[src/hw/fpe_pkg.sv]
// Constants shared by the frequency protection block and its stage timer
package fpe_pkg;
  // Clock and time base
  localparam int CLK_HZ = 40_000_000;
  localparam int TICK_US = 1000;
  localparam int TICK_CYC = CLK_HZ / 1_000_000 * TICK_US;
  // Drop-off hold, 200 ms, counted in time-base ticks
  localparam int HOLD_MS = 200;
  localparam logic [7:0] HOLD_TICKS = 8'(HOLD_MS * 1000 / TICK_US);
  // Operate time step of 0.1 s, counted in ticks
  localparam int OPT_STEP_MS = 100;
  localparam logic [15:0] OPT_STEP_TICKS = 16'(OPT_STEP_MS * 1000 / TICK_US);
  // Operate time setting in 0.1 s units: 0.1 .. 60.0 s
  localparam logic [9:0] OPT_MIN = 10'h001;
  localparam logic [9:0] OPT_MAX = 10'h258;
  localparam logic [9:0] OPT_RST = 10'h00A;
  // Threshold magnitude in 0.1 Hz units: 0.5 .. 5.0 Hz
  localparam logic [5:0] THR_MIN = 6'h05;
  localparam logic [5:0] THR_MAX = 6'h32;
  localparam logic [5:0] THR_RST = 6'h05;
  // Frequency in 0.01 Hz units, voltage in 0.1 V units
  localparam logic [17:0] THR_SCALE = 18'h0000A;
  localparam logic [15:0] V_MIN = 16'h015E;
  localparam logic [15:0] RATED_RST = 16'h1388;
  // Stage counts
  localparam int NSTG = 6;
  localparam int NUF = 3;
  // Register byte offsets
  localparam logic [7:0] OFS_USE = 8'h00;
  localparam logic [7:0] OFS_RATED = 8'h04;
  localparam logic [7:0] OFS_CFG0 = 8'h08;
  localparam logic [7:0] OFS_CFG5 = 8'h1C;
  localparam logic [7:0] OFS_STAT = 8'h20;
  localparam logic [7:0] OFS_ISTAT = 8'h24;
  localparam logic [7:0] OFS_IMASK = 8'h28;
  localparam logic [7:0] OFS_MEAS = 8'h2C;
  // Field positions
  localparam int CFG_OPT_LSB = 0;
  localparam int CFG_THR_LSB = 16;
  localparam int STAT_PICK_LSB = 8;
  localparam int MEAS_VOLT_LSB = 16;
  // Responses
  localparam logic [1:0] RESP_OKAY = 2'h0;
  localparam logic [1:0] RESP_SLVERR = 2'h2;
endpackage

[src/hw/fpe_stage.sv]
// One frequency stage: operate timer, drop-off hold and use gating
`timescale 1ns/1ps
`default_nettype none
module fpe_stage (
  // Clock and reset
  input wire logic mclk,
  input wire logic rstn,
  // Time base and condition
  input wire logic tick,
  input wire logic pickup,
  // Settings
  input wire logic use_on,
  input wire logic [9:0] op_time,
  // Result
  output logic trip
);
  typedef struct packed {
    logic [15:0] op_cnt;
    logic [7:0] hold;
    logic trip;
  } fpe_stg_t;

  fpe_stg_t s;
  fpe_stg_t n;
  logic [15:0] lim;

  always_comb begin
    n = s;
    lim = 16'(op_time) * fpe_pkg::OPT_STEP_TICKS;
    if (!use_on) begin
      n = '0;
    end else if (pickup) begin
      if (s.trip) begin
        n.hold = fpe_pkg::HOLD_TICKS;
      end else if (tick) begin
        if (s.op_cnt + 16'h0001 >= lim) begin
          n.trip = 1'b1;
          n.hold = fpe_pkg::HOLD_TICKS;
          n.op_cnt = '0;
        end else begin
          n.op_cnt = s.op_cnt + 16'h0001;
        end
      end
    end else begin
      n.op_cnt = '0;
      if (s.trip && tick) begin
        if (s.hold <= 8'h01) begin
          n.trip = 1'b0;
          n.hold = '0;
        end else begin
          n.hold = s.hold - 8'h01;
        end
      end
    end
  end

  always_ff @(posedge mclk or negedge rstn) begin
    if (!rstn) begin
      s <= '0;
    end else begin
      s <= n;
    end
  end

  assign trip = s.trip;
endmodule
`default_nettype wire

[src/hw/fpe_top.sv]
// Frequency protection: three underfrequency and three overfrequency stages
//
// What this block does
// - Three separate underfrequency stages, each with own use, threshold and time.
// - Underfrequency picks up only while AB-derived frequency is below its threshold.
// - Underfrequency pickup also needs AB voltage of at least 35 V.
// - Underfrequency trip only after pickup lasts the operate time, 0.1 to 60 s.
// - Underfrequency trip held 200 ms after pickup clears.
// - Underfrequency trip never asserts while its use setting is off.
// - Underfrequency threshold is rated frequency minus 0.5 to 5.0 Hz.
// - Three separate overfrequency stages, each with own use, threshold and time.
// - Overfrequency picks up above rated plus 0.5 to 5.0 Hz, voltage above 35 V.
// - Overfrequency trip only after pickup lasts the operate time, 0.1 to 60 s.
// - Overfrequency trip held 200 ms after pickup ends.
// - Overfrequency trip suppressed while its use setting is off.
//
// Design decisions made here: the register offsets and the AXI4-Lite interface to the registers.
`timescale 1ns/1ps
`default_nettype none
module fpe_top #(
  parameter int TICK_CYC = fpe_pkg::TICK_CYC
) (
  // Clock and reset
  input wire logic mclk,
  input wire logic rstn,
  // AXI4-Lite write address and data
  input wire logic s_axi_awvalid,
  output logic s_axi_awready,
  input wire logic [7:0] s_axi_awaddr,
  input wire logic [2:0] s_axi_awprot,
  input wire logic s_axi_wvalid,
  output logic s_axi_wready,
  input wire logic [31:0] s_axi_wdata,
  input wire logic [3:0] s_axi_wstrb,
  // AXI4-Lite write response
  output logic s_axi_bvalid,
  input wire logic s_axi_bready,
  output logic [1:0] s_axi_bresp,
  // AXI4-Lite read
  input wire logic s_axi_arvalid,
  output logic s_axi_arready,
  input wire logic [7:0] s_axi_araddr,
  input wire logic [2:0] s_axi_arprot,
  output logic s_axi_rvalid,
  input wire logic s_axi_rready,
  output logic [31:0] s_axi_rdata,
  output logic [1:0] s_axi_rresp,
  // Measurement front end
  input wire logic meas_valid,
  input wire logic [15:0] meas_freq,
  input wire logic [15:0] meas_volt,
  // Trip outputs and interrupt
  output logic [2:0] underfreq_trip,
  output logic [2:0] overfreq_trip,
  output logic irq
);
  typedef struct packed {
    logic aw_ok;
    logic [7:0] aw_a;
    logic w_ok;
    logic [31:0] w_d;
    logic [3:0] w_s;
    logic awready;
    logic wready;
    logic bvalid;
    logic [1:0] bresp;
    logic arready;
    logic rvalid;
    logic [1:0] rresp;
    logic [31:0] rdata;
    logic [5:0] use_on;
    logic [15:0] rated;
    logic [5:0][9:0] opt;
    logic [5:0][5:0] thr;
    logic [15:0] freq;
    logic [15:0] volt;
    logic meas_ok;
    logic [5:0] pick;
    logic [5:0] trip_d;
    logic [5:0] ist;
    logic [5:0] imask;
    logic irq;
    logic [15:0] div;
    logic tick;
  } fpe_top_t;

  fpe_top_t s;
  fpe_top_t n;
  logic [5:0] trip;
  logic [5:0] clr;
  logic [31:0] wtmp;
  logic [17:0] lim_uf [fpe_pkg::NSTG];
  logic [17:0] lim_of [fpe_pkg::NSTG];

  // Byte lanes merge into the current value so a partial write keeps other fields
  function automatic logic [31:0] wmerge(input logic [31:0] old, input logic [31:0] d,
                                         input logic [3:0] strb);
    logic [31:0] r;
    r = old;
    for (int b = 0; b < 4; b++) begin
      if (strb[b]) begin
        r[b*8 +: 8] = d[b*8 +: 8];
      end
    end
    return r;
  endfunction

  // Stage setting words sit on a four-byte stride from the first one
  function automatic logic is_cfg(input logic [7:0] a);
    return a >= fpe_pkg::OFS_CFG0 && a <= fpe_pkg::OFS_CFG5 && a[1:0] == 2'h0;
  endfunction

  function automatic logic [2:0] cfg_sel(input logic [7:0] a);
    logic [7:0] d;
    d = a - fpe_pkg::OFS_CFG0;
    return d[4:2];
  endfunction

  function automatic logic [9:0] clamp_opt(input logic [9:0] v);
    if (v < fpe_pkg::OPT_MIN) begin
      return fpe_pkg::OPT_MIN;
    end else if (v > fpe_pkg::OPT_MAX) begin
      return fpe_pkg::OPT_MAX;
    end
    return v;
  endfunction

  function automatic logic [5:0] clamp_thr(input logic [5:0] v);
    if (v < fpe_pkg::THR_MIN) begin
      return fpe_pkg::THR_MIN;
    end else if (v > fpe_pkg::THR_MAX) begin
      return fpe_pkg::THR_MAX;
    end
    return v;
  endfunction

  always_comb begin
    n = s;
    clr = '0;
    wtmp = '0;
    // Time base tick
    n.tick = 1'b0;
    if (s.div == 16'(TICK_CYC - 1)) begin
      n.div = '0;
      n.tick = 1'b1;
    end else begin
      n.div = s.div + 16'h0001;
    end
    if (meas_valid) begin
      n.freq = meas_freq;
      n.volt = meas_volt;
      n.meas_ok = 1'b1;
    end
    // Threshold is an offset in 0.1 Hz steps about rated frequency
    // Signed compare stops a low rated value from wrapping the underfrequency limit
    for (int k = 0; k < fpe_pkg::NSTG; k++) begin
      lim_uf[k] = {2'h0, s.rated} - 18'(s.thr[k]) * fpe_pkg::THR_SCALE;
      lim_of[k] = {2'h0, s.rated} + 18'(s.thr[k]) * fpe_pkg::THR_SCALE;
      if (k < fpe_pkg::NUF) begin
        // below threshold, voltage at least 35 V, negative offset
        n.pick[k] = s.meas_ok && ($signed(lim_uf[k]) > $signed({2'h0, s.freq})) &&
                    (s.volt >= fpe_pkg::V_MIN);
      end else begin
        // above threshold, voltage strictly above 35 V
        n.pick[k] = s.meas_ok && ({2'h0, s.freq} > lim_of[k]) && (s.volt > fpe_pkg::V_MIN);
      end
    end
    // Write address and data are taken in either order
    if (s.awready && s_axi_awvalid) begin
      n.aw_ok = 1'b1;
      n.aw_a = s_axi_awaddr;
    end
    if (s.wready && s_axi_wvalid) begin
      n.w_ok = 1'b1;
      n.w_d = s_axi_wdata;
      n.w_s = s_axi_wstrb;
    end
    if (s.bvalid && s_axi_bready) begin
      n.bvalid = 1'b0;
    end
    if (s.aw_ok && s.w_ok && !s.bvalid) begin
      n.aw_ok = 1'b0;
      n.w_ok = 1'b0;
      n.bvalid = 1'b1;
      n.bresp = fpe_pkg::RESP_OKAY;
      case (s.aw_a)
        fpe_pkg::OFS_USE: begin
          wtmp = wmerge({26'h0, s.use_on}, s.w_d, s.w_s);
          n.use_on = wtmp[5:0];
        end
        fpe_pkg::OFS_RATED: begin
          wtmp = wmerge({16'h0, s.rated}, s.w_d, s.w_s);
          n.rated = wtmp[15:0];
        end
        fpe_pkg::OFS_ISTAT: begin
          wtmp = wmerge(32'h0, s.w_d, s.w_s);
          clr = wtmp[5:0];
        end
        fpe_pkg::OFS_IMASK: begin
          wtmp = wmerge({26'h0, s.imask}, s.w_d, s.w_s);
          n.imask = wtmp[5:0];
        end
        fpe_pkg::OFS_STAT, fpe_pkg::OFS_MEAS: begin
          n.bresp = fpe_pkg::RESP_OKAY;
        end
        default: begin
          if (is_cfg(s.aw_a)) begin
            wtmp = wmerge({10'h0, s.thr[cfg_sel(s.aw_a)], 6'h0, s.opt[cfg_sel(s.aw_a)]}, s.w_d, s.w_s);
            // Out-of-range settings are clamped so a stage never runs on nonsense
            n.opt[cfg_sel(s.aw_a)] = clamp_opt(wtmp[fpe_pkg::CFG_OPT_LSB +: 10]);
            n.thr[cfg_sel(s.aw_a)] = clamp_thr(wtmp[fpe_pkg::CFG_THR_LSB +: 6]);
          end else begin
            n.bresp = fpe_pkg::RESP_SLVERR;
          end
        end
      endcase
    end
    // Read channel
    // Read data is registered so the bus never sees a half-updated word
    if (s.rvalid && s_axi_rready) begin
      n.rvalid = 1'b0;
    end
    if (s.arready && s_axi_arvalid) begin
      n.rvalid = 1'b1;
      n.rresp = fpe_pkg::RESP_OKAY;
      n.rdata = '0;
      case (s_axi_araddr)
        fpe_pkg::OFS_USE: n.rdata = {26'h0, s.use_on};
        fpe_pkg::OFS_RATED: n.rdata = {16'h0, s.rated};
        fpe_pkg::OFS_STAT: n.rdata = {18'h0, s.pick, 2'h0, trip};
        fpe_pkg::OFS_ISTAT: n.rdata = {26'h0, s.ist};
        fpe_pkg::OFS_IMASK: n.rdata = {26'h0, s.imask};
        fpe_pkg::OFS_MEAS: n.rdata = {s.volt, s.freq};
        default: begin
          if (is_cfg(s_axi_araddr)) begin
            n.rdata = {10'h0, s.thr[cfg_sel(s_axi_araddr)], 6'h0, s.opt[cfg_sel(s_axi_araddr)]};
          end else begin
            n.rresp = fpe_pkg::RESP_SLVERR;
          end
        end
      endcase
    end
    // Trip rising edges are sticky; a new edge wins over a clear
    n.trip_d = trip;
    n.ist = (s.ist & ~clr) | (trip & ~s.trip_d);
    n.irq = |(n.ist & n.imask);
    // Ready follows the holding flops so a taken beat is never taken twice
    n.awready = !n.aw_ok;
    n.wready = !n.w_ok;
    n.arready = !n.rvalid;
  end

  // Settings leave reset at usable defaults so no stage times against zero
  always_ff @(posedge mclk or negedge rstn) begin
    if (!rstn) begin
      s <= '0;
      s.rated <= fpe_pkg::RATED_RST;
      for (int k = 0; k < fpe_pkg::NSTG; k++) begin
        s.opt[k] <= fpe_pkg::OPT_RST;
        s.thr[k] <= fpe_pkg::THR_RST;
      end
    end else begin
      s <= n;
    end
  end

  for (genvar k = 0; k < fpe_pkg::NSTG; k++) begin : g_stg
    fpe_stage u_stg (
      .mclk(mclk),
      .rstn(rstn),
      .tick(s.tick),
      .pickup(s.pick[k]),
      .use_on(s.use_on[k]),
      .op_time(s.opt[k]),
      .trip(trip[k])
    );
  end

  assign underfreq_trip = trip[2:0];
  assign overfreq_trip = trip[5:3];
  assign s_axi_awready = s.awready;
  assign s_axi_wready = s.wready;
  assign s_axi_bvalid = s.bvalid;
  assign s_axi_bresp = s.bresp;
  assign s_axi_arready = s.arready;
  assign s_axi_rvalid = s.rvalid;
  assign s_axi_rdata = s.rdata;
  assign s_axi_rresp = s.rresp;
  assign irq = s.irq;
endmodule
`default_nettype wire

[config.mk]
export PLATFORM = sky130hd
export DESIGN_NAME = fpe_top
export DESIGN_NICKNAME = d
export VERILOG_FILES = /design/src/hw/fpe_pkg.sv /design/src/hw/fpe_stage.sv /design/src/hw/fpe_top.sv
export SDC_FILE = /design/constraint.sdc
export NUM_CORES = 2
export LEC_CHECK = 0
export ABC_AREA = 1
export BUFFER_PORTS_ARGS = -buffer_cell sky130_fd_sc_hd__buf_2
export CORE_MARGIN = 4
export CORE_UTILIZATION = 40
export CTS_BUF_LIST = sky130_fd_sc_hd__clkbuf_4 sky130_fd_sc_hd__clkbuf_8
export DETAILED_ROUTE_END_ITERATION = 10
export GPL_TIMING_DRIVEN = 0
export PLACE_DENSITY = 0.61
export SLEW_MARGIN = 30
export SYNTH_ARGS = -nofsm -noshare
export SYNTH_HDL_FRONTEND = slang
export SYNTH_HIERARCHICAL = 1
export SYNTH_SLANG_ARGS = --single-unit
[constraint.sdc]
create_clock -name mclk -period 6.54 [get_ports mclk]
set_clock_uncertainty 0.15 [all_clocks]
set_input_delay 1.308 -clock mclk [delete_from_list [all_inputs] [get_ports mclk]]
set_output_delay 1.308 -clock mclk [all_outputs]
set_load 0.02 [all_outputs]
==> impl_metrics.ini <==
[clock_network]
cts_tree = yes
path_clk_slew_ps = 60
cts_sinks = 417
cts_buffer_depth = 3
cts_max_level = 3
postCtsSetupRepairBufs = 0
cts_buffers = 81
root_buffer = clkbuf_8
worstSkewPairLatency_ps = 700
hold_buffers = 0
ctsResizeCount = 0

[sta]
setup_viol = 0
finalCritPeriodShare_pct = 79.3
max_freq_ghz = 0.193
post-route-min-period_ps = 5190
rsz0062_at_grt = false
tightest_slew_ps = 826
hold_viol_final = 0
final_max_slew_viol_count = 0
slew_headroom_pct = 44.5
setup_ws_ps = 1350

[global_route]
grt_pass1_wl_mm = 168
met2_usage_pct = 37.1
grt_usage_pct = 22.4
grt_max_degree = 84
grt.met1_usage_pct = 29.3
top_usage_layer = met2
antenna_found_initial = 3
gr-total-overflow = 0
grt_pass1_vias = 30900
globalRouteMet3Util_pct = 3.48

[setup_path]
crit_chain = ha_1 -> ha_1 -> inv_1 -> fa_1 -> inv_1 -> ha_1 -> nand2_1 -> o21ai_0 -> a21oi_1 -> o21ai_0 -> xnor2_1 -> ha_1 -> nand2_1 -> nor2_1 -> nand2_1 -> nor2_1 -> nor2_1 -> nand3_1 -> buf_2 -> o22ai_1
r2r_cells = 20
path_max_fanout = 10
critPathMaxStageDelay_ps = 630
crit_buf_inv = 3
crit_top_cell = ha_1
critical_path_class = register to register
cp.required_ps = 6970
end_kind = register
cp_top_family = adder cells
startpoint_type = register
cp_slowest_cell = nor2_1
cp.depth = 20
arrival_ps = 5620

[die]
die_w_um = 306
die_h_um = 306
die_area_mm2 = 0.0934
boundaryPins = 146
fp.coreArea_mm2 = 0.0873
fp-row-count = 108
initial_utilization_pct = 40.6

[yosys]
synth_xor_area_share_pct = 6.38
synth-simple-area-share_pct = 22.0
synth_compound_area_share_pct = 12.4
async_flop_share_pct = 100
netlist-cell-type-count = 64
synth-adder-area-share_pct = 20.1
synth_top_family_by_area = simple AND/OR/NAND/NOR gates
synth-edff-count = 0
synth_seq_cells = 417
synthesis.area_mm2 = 0.0354
yosysMostFrequentCell = nand2_1
yosysTopAreaCellShare_pct = 27.4
yosysSeqAreaShare_pct = 29.6
syn_area_per_cell_um2 = 7.76
synthMuxAreaShare_pct = 0.127
synth_top_cell_by_area = dfrtp_1
yosys-top-cells-count = nand2_1, inv_1, ha_1, dfrtp_1, o21ai_0
yosysWarnings = 6
synth_ff_type = dfrtp_1
synth_cells = 4564
synth_area_leaders = dfrtp_1, ha_1, nand2_1

[place]
gp_congestion = 0.966
dpl.cell_count = 5850
place_area_mm2 = 0.0377
io_buffers = 125
post-place-ws_ps = 1400
dp_hpwl_mm = 84.5

[drt]
drc = 0
drt-initial-drc-count = 2274
postRouteAntennaNets = 0
wl_mm = 106
via_count = 31300
wl_per_cell_um = 17.6
viasPerCell = 5.22
drtPass1Iterations = 6

[power]
p_leak_nw = 20.4
seqPwrFrac_pct = 22.2
pwr-share-clk_pct = 17.6
cellPowerDensity_mw_per_mm2 = 420
pwr-share-comb_pct = 60.2
swShare_pct = 50.0
p_sw_w = 0.00829
cell_internal_pwr_w = 0.00828
irDropWorstVdd_mv = 0.549

[layout]
drive_above_1_share_pct = 11.0
nets = 5419
final_cells = 6005
final_area_mm2 = 0.0395
area_growth_pct = 11.4

[worst_hold_path]
hold_path_class = register to register
holdPathStages = 1

[run]
maxCapViolations = 0

[outcome]
status = completed
==> flip-flops by register name, indices dropped and copies added, names as in the netlist <==
register          flops
s_axi_rresp           1
s_axi_rvalid          1
s_axi_awready         1
g_stg.u_stg/s       144
s_axi_arready         1
s_axi_wready          1
s                   227
s_axi_bvalid          1
s_axi_rdata          32
s_axi_bresp           1
irq                   1
g_stg.u_stg/trip      6
==> routing by layer <==
layer,routed length [um],part of all wire [%],vias to the layer above
met5,0,0,-
met4,4890,4.6,0
met3,5940,5.6,267
met2,48300,46,834
met1,46900,44,14700
li1,-,-,15500
==> power by group through the flow <==
stage | Combinational [W] | Sequential (W) | Clock (W)
finish | 0.00997 | 0.00368 | 0.00292
global route | 0.0114 | 0.00372 | 0.00312
CTS | 0.00996 | 0.00366 | 0.00300
detailed placement | 0.00988 | 0.00370 | 0
global placement | 0.00968 | 0.00370 | 0
floorplan | 0.00737 | 0.00339 | 0
==> stage by stage <==
step	utilization (%)	total power (W)	hold slack, ps	TNS (ps)
final	45.2	0.0166	302	0
after global routing	45.2	0.0183	323	0
after CTS	45.2	0.0166	307	0
after detailed placement	43.1	0.0136	301	0
after global placement	43.0	0.0134	295	-1926090
after floorplan	-	0.0108	275	0
==> layout by cell type, fill, tap and decap left out, types with 22 or more instances in the layout <==
master       n
nand2_2     22
o22ai_1     78
clkbuf_8    99
dfstp_2     29
buf_2      144
inv_1      664
fa_1        42
clkbuf_1    46
o21ai_1     48
nand3_1    185
nor3_1      54
inv_2       23
nand2_1   1054
o21ai_0    303
clkbuf_4    34
a21oi_1    179
xor2_1     203
dfrtp_1    387
buf_4       48
xnor2_1     55
ha_1       501
nand4_1    113
nor2_1     244
==> final cells by class <==
class                      instances  area [um2]
antenna                            4        10.0
buffer                           126         753
clock buffer                     133        1620
clock inverter                    18         189
fill                            8874       47800
inverter                         693        2600
multi-input combinational       3329       21600
sequential                       417       10500
tap                             1155        1450
timing repair buffer             130         773
==> final timing paths <==
check                        from                    to  slack, ps
setup / recovery           s[145]  g_stg[3].u_stg/s[23]       1350
setup reg to reg           s[145]  g_stg[3].u_stg/s[23]       1350
min in group asynchronous    rstn                s[185]        370
max in group asynchronous    rstn  g_stg[1].u_stg/s[22]       4260
hold reg to reg              s[1]                  s[1]        300
hold / removal               s[1]                  s[1]        300
==> logic make-up (layout without fill, tap and decap cells) <==
| group | count (synthesis) | in the layout |
|---|---|---|
| buffers and inverters | 819 | 1100 |
| multiplexers | 4 | 4 |
| adder cells (fa/ha/maj) | 543 | 543 |
| AND/OR/NAND/NOR | 1764 | 1764 |
| flip-flops | 417 | 417 |
| XOR/XNOR | 258 | 258 |
| AO/OA/AOI/OAI | 758 | 758 |
| other | 1 | 6 |
(Power assumes the default switching activity.)
